### src/bsfc_pkg.sv
package bsfc_pkg;
	// ************************************************************
	// register map (byte addresses, one aligned word each)
	// ************************************************************
	localparam logic [7:0] BSFC_IDX_LIMITS = 8'h0a;
	localparam logic [11:0] BSFC_ADDR_LIMITS = 12'h028;
	localparam logic [11:0] BSFC_ADDR_CTRL = 12'h000;
	localparam logic [11:0] BSFC_ADDR_STATUS = 12'h004;
	localparam logic [11:0] BSFC_ADDR_MASK = 12'h008;
	localparam logic [11:0] BSFC_ADDR_RESULT = 12'h00c;
	localparam logic [11:0] BSFC_ADDR_FAULT = 12'h010;

	// ************************************************************
	// fields and reset values
	// ************************************************************
	localparam int BSFC_LOW_LSB = 0;
	localparam int BSFC_HIGH_LSB = 8;
	localparam int BSFC_CTRL_NOM = 0;
	localparam int BSFC_CTRL_CHK = 1;
	localparam int BSFC_CTRL_REINIT = 2;
	localparam int BSFC_RES_LSB = 4;
	localparam int BSFC_ST_CM = 0;
	localparam int BSFC_ST_WB = 1;
	localparam int BSFC_ST_SHORT = 2;
	localparam int BSFC_ST_DONE = 3;
	localparam logic [15:0] BSFC_LIMITS_RST = 16'hff00;
	localparam logic [3:0] BSFC_MASK_RST = 4'h0;
	localparam logic [4:0] BSFC_RES_MIN = 5'h0d;
	localparam logic [4:0] BSFC_RES_MAX = 5'h10;
	localparam int BSFC_INT_BITS = 13;
	localparam int BSFC_LIM_SHIFT = 5;

	typedef enum logic [2:0] {
		BSFC_IDLE, BSFC_CM, BSFC_POS, BSFC_NEG, BSFC_EVAL
	} bsfc_task_t;
endpackage

### src/bsfc_scaler.sv
module bsfc_scaler
	import bsfc_pkg::*;
(
	input wire logic hclk,
	input wire logic hresetn,
	input wire logic load,
	input wire logic [15:0] raw,
	input wire logic [1:0] res_sel,
	output logic [12:0] scaled
);
	// registered divide by 2^(res-13): shift right by the resolution excess
	logic [12:0] next_scaled;

	always_comb begin
		next_scaled = scaled;
		if (load) begin
			next_scaled = 13'(raw >> res_sel);
		end
	end

	always_ff @(posedge hclk or negedge hresetn) begin
		if (!hresetn) begin
			scaled <= 13'h0000;
		end else begin
			scaled <= next_scaled;
		end
	end
endmodule

### src/bsfc_top.sv
// Operation
// - nom repeatedly measures and compares common mode
// - limit word: low [7:0], high [15:8]
// - error when outside limits, none within
// - scale result to 13 bits by shift
// - one enable drives both sensor checks
// - wire break comparators watch four wires
// - short check adds positive, negative tasks
// - short declared when forced difference too small
// - repeat reversed polarity to cancel offset
//
// The AHB-Lite register port is this design's own decision.
module bsfc_top
	import bsfc_pkg::*;
(
	input wire logic hclk,
	input wire logic hresetn,
	input wire logic hsel,
	input wire logic [31:0] haddr,
	input wire logic [1:0] htrans,
	input wire logic hwrite,
	input wire logic [2:0] hsize,
	input wire logic [31:0] hwdata,
	input wire logic hready,
	output logic [31:0] hrdata,
	output logic hreadyout,
	output logic hresp,
	input wire logic cycle_start,
	input wire logic conv_valid,
	input wire logic [15:0] conv_result,
	input wire logic [3:0] wire_cmp_open,
	input wire logic [15:0] short_threshold,
	output logic common_mode_conversion_command,
	output logic bias_pos,
	output logic bias_neg,
	output logic sensor_fault,
	output logic irq
);
	// ************************************************************
	// bus slave
	// ************************************************************
	logic wr_pend, next_wr_pend;
	logic [11:0] wr_addr, next_wr_addr;
	logic [31:0] next_hrdata;
	logic [15:0] limits, next_limits;
	logic normal_operation_mode, next_nom;
	logic sensor_check_enable, next_chk;
	logic [2:0] adc_resolution_bits, next_res;
	logic [3:0] status, next_status;
	logic [3:0] mask, next_mask;
	logic fault, next_fault;
	logic irq_q, next_irq;
	logic [3:0] ev;
	logic reinit;
	logic [12:0] zero_corrected_common_mode_result;
	logic addr_ph;

	assign addr_ph = hsel && hready && htrans[1];
	assign hreadyout = 1'b1;
	assign hresp = 1'b0;
	assign irq = irq_q;
	assign sensor_fault = fault;
	assign reinit = wr_pend && wr_addr == BSFC_ADDR_CTRL && hwdata[BSFC_CTRL_REINIT];

	always_comb begin
		next_wr_pend = addr_ph && hwrite;
		next_wr_addr = addr_ph ? haddr[11:0] : wr_addr;
		next_hrdata = hrdata;
		next_limits = limits;
		next_nom = normal_operation_mode;
		next_chk = sensor_check_enable;
		next_res = adc_resolution_bits;
		next_mask = mask;
		next_status = status;
		if (wr_pend) begin
			unique case (wr_addr)
				BSFC_ADDR_LIMITS: next_limits = hwdata[15:0];
				BSFC_ADDR_CTRL: begin
					next_nom = hwdata[BSFC_CTRL_NOM];
					next_chk = hwdata[BSFC_CTRL_CHK];
					next_res = hwdata[BSFC_RES_LSB +: 3];
				end
				BSFC_ADDR_MASK: next_mask = hwdata[3:0];
				BSFC_ADDR_STATUS: next_status = status & ~hwdata[3:0];
				default: ;
			endcase
		end
		next_status = next_status | ev; // set beats clear
		if (addr_ph && !hwrite) begin
			unique case (haddr[11:0])
				BSFC_ADDR_LIMITS: next_hrdata = {16'h0000, limits};
				BSFC_ADDR_CTRL: next_hrdata = {25'h0, adc_resolution_bits, 1'b0,
					1'b0, sensor_check_enable, normal_operation_mode};
				BSFC_ADDR_STATUS: next_hrdata = {28'h0, status};
				BSFC_ADDR_MASK: next_hrdata = {28'h0, mask};
				BSFC_ADDR_RESULT: next_hrdata = {19'h0, zero_corrected_common_mode_result};
				BSFC_ADDR_FAULT: next_hrdata = {31'h0, fault};
				default: next_hrdata = 32'h0000_0000;
			endcase
		end
		// next_mask as well, so irq follows a mask write in the same cycle
		next_irq = |(next_status & next_mask);
	end

	always_ff @(posedge hclk or negedge hresetn) begin
		if (!hresetn) begin
			wr_pend <= 1'b0;
			wr_addr <= 12'h000;
			hrdata <= 32'h0000_0000;
			limits <= BSFC_LIMITS_RST;
			normal_operation_mode <= 1'b0;
			sensor_check_enable <= 1'b0;
			adc_resolution_bits <= 3'h0;
			mask <= BSFC_MASK_RST;
			status <= 4'h0;
			irq_q <= 1'b0;
		end else begin
			wr_pend <= next_wr_pend;
			wr_addr <= next_wr_addr;
			hrdata <= next_hrdata;
			limits <= next_limits;
			normal_operation_mode <= next_nom;
			sensor_check_enable <= next_chk;
			adc_resolution_bits <= next_res;
			mask <= next_mask;
			status <= next_status;
			irq_q <= next_irq;
		end
	end

	// ************************************************************
	// measurement task sequence
	// ************************************************************
	bsfc_task_t task_q, next_task;
	logic cmd_q, next_cmd;
	logic bp_q, next_bp;
	logic bn_q, next_bn;
	logic cm_load;
	logic signed [16:0] diff_pos, next_diff_pos;
	logic signed [16:0] diff_neg, next_diff_neg;
	logic [1:0] res_sel;
	logic [13:0] lo_lim, hi_lim;
	logic cm_err, wb_err, short_err;
	logic [16:0] swing;

	// resolution field holds 13..16 as 0..3 excess; larger codes clamp at 16
	assign res_sel = adc_resolution_bits > 3'h3 ? 2'h3 : adc_resolution_bits[1:0];
	assign common_mode_conversion_command = cmd_q;
	assign bias_pos = bp_q;
	assign bias_neg = bn_q;
	assign cm_load = task_q == BSFC_CM && conv_valid;

	bsfc_scaler u_scaler (
		.hclk(hclk),
		.hresetn(hresetn),
		.load(cm_load),
		.raw(conv_result),
		.res_sel(res_sel),
		.scaled(zero_corrected_common_mode_result)
	);

	// limits are 8-bit codes of the 13-bit domain, one step is 32 counts
	assign lo_lim = {1'b0, limits[BSFC_LOW_LSB +: 8], 5'h00};
	assign hi_lim = {1'b0, limits[BSFC_HIGH_LSB +: 8], 5'h00};
	// difference of both polarities cancels bridge offset: swing = pos - neg
	assign swing = 17'(diff_pos - diff_neg);

	always_comb begin
		next_task = task_q;
		next_cmd = 1'b0;
		next_bp = bp_q;
		next_bn = bn_q;
		next_diff_pos = diff_pos;
		next_diff_neg = diff_neg;
		unique case (task_q)
			BSFC_IDLE: if (normal_operation_mode && cycle_start) begin
				next_task = BSFC_CM;
				next_cmd = 1'b1;
			end
			BSFC_CM: if (conv_valid) begin
				if (sensor_check_enable) begin
					next_task = BSFC_POS;
					next_bp = 1'b1;
				end else begin
					next_task = BSFC_EVAL;
				end
			end
			BSFC_POS: if (conv_valid) begin
				next_diff_pos = 17'(signed'(conv_result));
				next_task = BSFC_NEG;
				next_bp = 1'b0;
				next_bn = 1'b1;
			end
			BSFC_NEG: if (conv_valid) begin
				next_diff_neg = 17'(signed'(conv_result));
				next_task = BSFC_EVAL;
				next_bn = 1'b0;
			end
			BSFC_EVAL: next_task = BSFC_IDLE;
		endcase
	end

	always_ff @(posedge hclk or negedge hresetn) begin
		if (!hresetn) begin
			task_q <= BSFC_IDLE;
			cmd_q <= 1'b0;
			bp_q <= 1'b0;
			bn_q <= 1'b0;
			diff_pos <= 17'h00000;
			diff_neg <= 17'h00000;
		end else begin
			task_q <= next_task;
			cmd_q <= next_cmd;
			bp_q <= next_bp;
			bn_q <= next_bn;
			diff_pos <= next_diff_pos;
			diff_neg <= next_diff_neg;
		end
	end

	// ************************************************************
	// fault evaluation
	// ************************************************************
	always_comb begin
		cm_err = {1'b0, zero_corrected_common_mode_result} < lo_lim
			|| {1'b0, zero_corrected_common_mode_result} > hi_lim;
		wb_err = sensor_check_enable && |wire_cmp_open;
		short_err = sensor_check_enable && swing[16] == 1'b0
			&& swing[15:0] < short_threshold;
		if (swing[16]) begin
			short_err = sensor_check_enable; // reversed sign is implausible
		end
		ev = 4'h0;
		if (task_q == BSFC_EVAL) begin
			ev[BSFC_ST_CM] = cm_err;
			ev[BSFC_ST_SHORT] = short_err && sensor_check_enable;
			ev[BSFC_ST_DONE] = 1'b1;
		end
		// comparators are watched every cycle, so a break between cycles still flags
		ev[BSFC_ST_WB] = wb_err;
		next_fault = reinit ? 1'b0 : fault;
		if (|ev[2:0]) begin
			next_fault = 1'b1;
		end
	end

	always_ff @(posedge hclk or negedge hresetn) begin
		if (!hresetn) begin
			fault <= 1'b0;
		end else begin
			fault <= next_fault;
		end
	end
endmodule

### config.mk
export PLATFORM = sky130hd
export DESIGN_NAME = bsfc_top
export DESIGN_NICKNAME = d
export VERILOG_FILES = /design/src/bsfc_pkg.sv /design/src/bsfc_scaler.sv /design/src/bsfc_top.sv
export SDC_FILE = /design/constraint.sdc
export NUM_CORES = 1
export LEC_CHECK = 0
export CAP_MARGIN = 5
export CORE_ASPECT_RATIO = 0.9
export CORE_MARGIN = 1.5
export CORE_UTILIZATION = 66
export CTS_BUF_LIST = sky130_fd_sc_hd__clkbuf_4 sky130_fd_sc_hd__clkbuf_8
export DETAILED_ROUTE_END_ITERATION = 16
export DONT_BUFFER_PORTS = 1
export GPL_TIMING_DRIVEN = 0
export PLACE_DENSITY = 0.85
export SYNTH_ARGS = -nofsm -noshare
export SYNTH_HDL_FRONTEND = slang
export SYNTH_SLANG_ARGS = --single-unit
### constraint.sdc
create_clock -name hclk -period 4.8 [get_ports hclk]
set_input_delay 0.72 -clock hclk [delete_from_list [all_inputs] [get_ports hclk]]
set_output_delay 0.72 -clock hclk [all_outputs]
set_load 0.02 [all_outputs]
[After elaboration in Yosys (flattened, before gate mapping)]
Cells that the tools add are included.
Storage, ports and cells
  bits in registers: 127
  bits in latches: 0
  RAM bits: 0
  bits in read-only memories: 0
  input port bits: 112
  output and inout bits: 39
  word-level logic and storage cells: 101
  memories: 0
Cells by class
  $add $sub $neg: 1
  multipliers: 0
  divide/modulo/power cells: 0
  $lt $le $gt $ge: 4
  equality and inequality tests: 17
  shift-type cells: 1
  muxes and demuxes: 25
  bitwise operators: 5
  reduce and logical (&&, ||, !) cells: 30
Operator list (number)
  $pmux W16 S6: 1
  $eq A12 B4 Y1 const B: 3
  $eq A12 B3 Y1 const B: 2
  $eq A12 B6 Y1 const B: 2
  $logic_not A12 Y1: 2
  $sub A16 B16 Y17: 1
  $lt A16 B16 Y1: 1
  $mux W4: 4
  $shr A16 B2 Y13: 1
  $mux W3: 5
  $pmux W3 S5: 1
  $gt A13 B13 Y1: 1
  $lt A13 B13 Y1: 1
  $eq A12 B5 Y1 const B: 1
  $logic_and A1 B1 Y1: 12
  $mux W1: 10
  $ne A2 B2 Y1 const B: 5
  $and A4 B4 Y4: 2
  $reduce_and A2 Y1: 4
  $reduce_and A4 Y1: 2
  $reduce_or A4 Y1: 2
  $eq A3 B2 Y1 const B: 2
  $reduce_bool A2 Y1: 3
  $mux W2: 2
  12 further kinds: 13

[Depth between registers and ports, before layout]
  depth in word-level cells: 10
  mapped depth: 18

[By module]
From an unflattened synthesis, not the netlist that was laid out.
Unflattened totals
  cells, all modules: 629
  area, all modules: 6399.9 um^2
By module, submodules not included
  bsfc_top: times used 1, cells an instance 569, area an instance 5684.2 um^2, sequential area each 2462.4 um^2
  bsfc_scaler: times used 1, cells an instance 60, area an instance 715.7 um^2, sequential area each 325.3 um^2

[Worst setup path after synthesis]
OpenSTA, ideal clock, no wires.
  kind: register -> register
  from: register diff_pos[0]
  to: register irq_q, in the netlist irq
  setup time: 0.126 ns
  arrival: 3.398 ns
  setup slack: 1.276 ns
  cell stages (with the launch flop): 19
  clock period less this slack: 3.524 ns
  cells stage by stage: dfrtp_1 -> inv_1 -> ha_1 -> fa_1 -> nor2b_4 -> o31a_4 -> o31ai_4 -> a211oi_2 -> or3_1 -> a21oi_2 -> xnor2_1 -> ha_1 -> nand4_1 -> nor2_1 -> o211ai_1 -> o2111ai_1 -> nand2_1 -> a21o_1 -> a221o_1
On the way
  longest elaborated chain between the ends: 10
  elaborated cells on any way between the ends: 11
  those cells by class: add/sub (1); order compare (1); mux (2); bitwise (3); reduce/logical (4)
Ends and longest elaborated chain
  from (decl): line bsfc_top.sv:139  | logic signed [16:0] diff_pos, next_diff_pos;
  from (signal assigned): line bsfc_top.sv:216  | diff_pos <= next_diff_pos;
  $sub A16 B16 Y17 *: line bsfc_top.sv:166  | assign swing = 17'(diff_pos - diff_neg);
  branches (longest 3 deep; another with $lt A16 B16 Y1)
  $mux W1 *: line bsfc_top.sv:230  | if (swing[16]) begin
  $logic_and A1 B1 Y1 *: line bsfc_top.sv:236  | ev[BSFC_ST_SHORT] = short_err && sensor_check_enable;
  $mux W2 *: line bsfc_top.sv:234  | if (task_q == BSFC_EVAL) begin
  $or A4 B4 Y4 *: line bsfc_top.sv:88  | next_status = next_status | ev;
  named net next_status[2]: line bsfc_top.sv:49  | logic [3:0] status, next_status;
  $and A4 B4 Y4 *: line bsfc_top.sv:102  | next_irq = |(next_status & next_mask);
  $reduce_or A4 Y1 *: line bsfc_top.sv:102
  named net next_irq: line bsfc_top.sv:52  | logic irq_q, next_irq;
  to (signal assigned): line bsfc_top.sv:127  | irq_q <= next_irq;
  to (decl): line bsfc_top.sv:52
Mark *: on every way through the listed nets, which the timed path passes.
A chain may end at the register's enable or synchronous reset.

[Worst setup path after layout]
Same ends and word-level chain as after synthesis.

==> impl_metrics.csv <==
group,metric,value,unit
floorplan,die-area,10500,um2
synthesis,syn_inst,635,
cts,clock_latency,380,ps
sta,slew_headroom,0.426,
cells_and_area,final_cells,793,
sta,period_needed,4210,ps
setup_path,path_max_fanout,4,
global_route,grt_pass1_wl,23800,um
route,drtIter0Drc,306,
floorplan,die_h,97.2,um
synthesis,ys_seq_elements,111,
placement,port_buffers,0,
sta,hold_viol_final,0,
global_route,grt_pass1_vias,4904,
power,clockPowerShare,0.139,
power,p_leak,3.27,nW
floorplan,rows,34,
synthesis,netlist.area_leader.share,0.396,
sta,drv_slew,0,
synthesis,synth.most_common_cell,"dfrtp_1",
sta,fmax,238,MHz
global_route,grt_max_degree,112,
synthesis,avgSynthCellArea,10.3,um2
synthesis,async_flop_share,1.00,
floorplan,die_x,108,um
route,drc,0,
global_route,antenna_found_initial,0,
cts,cts_tree,"done",
cts,post_cts_buffers,0,
synthesis,synth_edf_count,0,
sta,worstMarginPinSlew,857,ps
route,vias,4841,
power,internal_power,2.37,mW
placement,post-dp-hpwl,11100,um
synthesis,syn_area,6510,um2
route,drt-pass1-iter-count,6,
sta,fin_crit_sh,0.876,
power,p_switching,1.57,mW
synthesis,synth_flop_cell,"dfrtp_1",
job,maxCapViolations,0,
sta,setup_tns,0,ps
cells_and_area,drive_above_1_share,0.202,
floorplan,io_pins,151,
cts,root_buffer,"clkbuf_8",
global_route,overflow,0,
cts,cts_resized,0,
global_route,grtUsageTotal,0.287,
cts,cts_hold_buf,0,
outcome,status,"finished clean",
cells_and_area,antennaDiodeCount,0,
power,pwr_density_cell,570,nW/um2
placement,place_inst,777,
power,ir_drop,0.000379,V
synthesis,yosysTopAreaCell,"dfrtp_1",
synthesis,synth.top_cells.by_count,"dfrtp_1 (103), nand2_1 (67), mux2_2 (62), inv_1 (56), o21ai_0 (50)",
route,postRouteAntennaNets,0,
cts,clk_pin_slew,120,ps
hold_path,min_path_type,"in -> async",
cells_and_area,nFillCells,703,
power,total_power,3.94,mW
setup_path,ff2ff_path_depth,18,
cts,cts_buffers,9,
setup_path,startpoint_type,"flop",
route,routed_wl,14200,um
setup_path,path_class,"reg -> reg",
synthesis,synth-seq-area-share,0.428,
power,p_sw_frac,0.399,
sta,clock_skew,12.9,ps
sta,setup_violations,0,
synthesis,yosys_warnings,0,
cells_and_area,area_growth,6.22,%
route,viasPerCell,6.10,
power,p_seq_frac,0.346,
floorplan,start_util,0.678,
setup_path,required,5050,ps
cells_and_area,final_core_util,0.720,
floorplan,core-area,9610,um2
route,wire_per_inst,18.0,um
cts,clock_path_buffers,2,
cells_and_area,final_nets,821,
placement,routabilityCongestion,0.906,
synthesis,ys_types,75,
setup_path,endpoint_kind,"flop",
cts,clock_tree.htree_level_count,3,
synthesis,synthTopCellsByArea,"dfrtp_1 (40%), mux2_2 (11%), ha_1 (8.8%)",
sta,rsz0062_at_grt,"false",
cts,clock-sinks,111,
power,p_comb_frac,0.515,
setup_path,worstPathArrival,4450,ps
[critical path: stages (launching register included)]
cell and delay (ps):
dfrtp_1 370, inv_1 70, ha_1 200, fa_1 270, nor2b_4 60, o31a_4 300, o31ai_4 280, a211oi_2 140
or3_1 370, a21oi_2 160, xnor2_1 90, ha_1 310, nand4_1 100, nor2_1 200, o211ai_1 120, o2111ai_1 350
nand2_1 100, a21o_1 200, a221o_1 390
[per-layer routing]
metal,vias up,routed length (um),track usage,part of all wire
met1,2363,6130,0.389,0.43
met5,-,0,0,0
met2,191,6860,0.460,0.48
met3,29,1030,0.0765,0.072
met4,0,223,0.0698,0.016
li1,2258,-,-,-
[registers in the layout (all words and copies together), names as in the netlist, 3 cells and up]
| name | count |
|---|---|
| diff_pos | 16 |
| task_q | 3 |
| adc_resolution_bits | 3 |
| limits | 16 |
| wr_addr | 12 |
| hrdata | 16 |
| status | 4 |
| diff_neg | 16 |
| mask | 4 |
| u_scaler.scaled | 13 |
[layout by cell type, fill, tap and decap left out, types with 5 or more instances in the layout]
master,n
nand2_1,67
buf_4,18
a22oi_1,7
clkbuf_1,12
a222oi_1,8
nor2_1,24
nor3_1,8
inv_1,56
xnor2_1,9
dfrtp_1,103
dfstp_2,8
mux2i_1,20
clkbuf_8,11
conb_1,18
mux2_2,62
o21ai_0,50
o21a_1,5
nand3_1,6
a21o_1,12
a21oi_1,27
nor2b_1,6
nand4_1,5
ha_1,46
[cell type report]
type	instances	area, um2	share of cell area
sequential	111	2790	0.403
inverter	57	214	0.0309
clock buffer	10	138	0.0199
clock inverter	6	50.0	0.00723
tap	126	158	0.0228
buffer	36	219	0.0316
multi-input combinational	447	3350	0.485
[power by group through the flow]
stage / Clock (mW) / Combinational (mW) / Sequential, mW
floorplan: 0 / 1.65 / 1.31
global placement: 0 / 1.89 / 1.37
detailed placement: 0 / 2.02 / 1.38
CTS: 0.553 / 2.03 / 1.36
global route: 0.589 / 2.30 / 1.39
finish: 0.547 / 2.03 / 1.37
[path summary, 6_finish.rpt]
kind / start / endpoint / slack, ps
worst max-delay path: diff_pos[0] / irq / 590
worst max register to register: diff_pos[0] / irq / 590
min in group hclk: hwdata[14] / limits[14] / 430
worst min register to register: diff_neg[13] / diff_neg[13] / 520
max in group asynchronous: hresetn / limits[11] / 4570
worst min-delay path: hresetn / u_scaler.scaled[6] / 30
[through the flow]
step	setup WS, ps	cell area (um2)	hold slack [ps]
2_1_floorplan	1280	6570	424
3_3_place_gp	821	6730	427
3_5_place_dp	636	6730	427
4_1_cts	603	6920	18.3
5_1_grt	357	6920	1.08
6_report	594	6920	28.0
[cells by family (layout without fill, tap and decap cells)]
group,count (synthesis),in the layout,share of synthesized area
multiplexers,82,82,0.138
XOR/XNOR,10,10,0.0134
AO/OA/AOI/OAI,140,140,0.143
other,2,18,0.00115
buffers and inverters,93,109,0.0665
AND/OR/NAND/NOR,150,150,0.118
flip-flops,111,111,0.428
adder cells (fa/ha/maj),47,47,0.0914
Power figures use the tool's default switching activity.
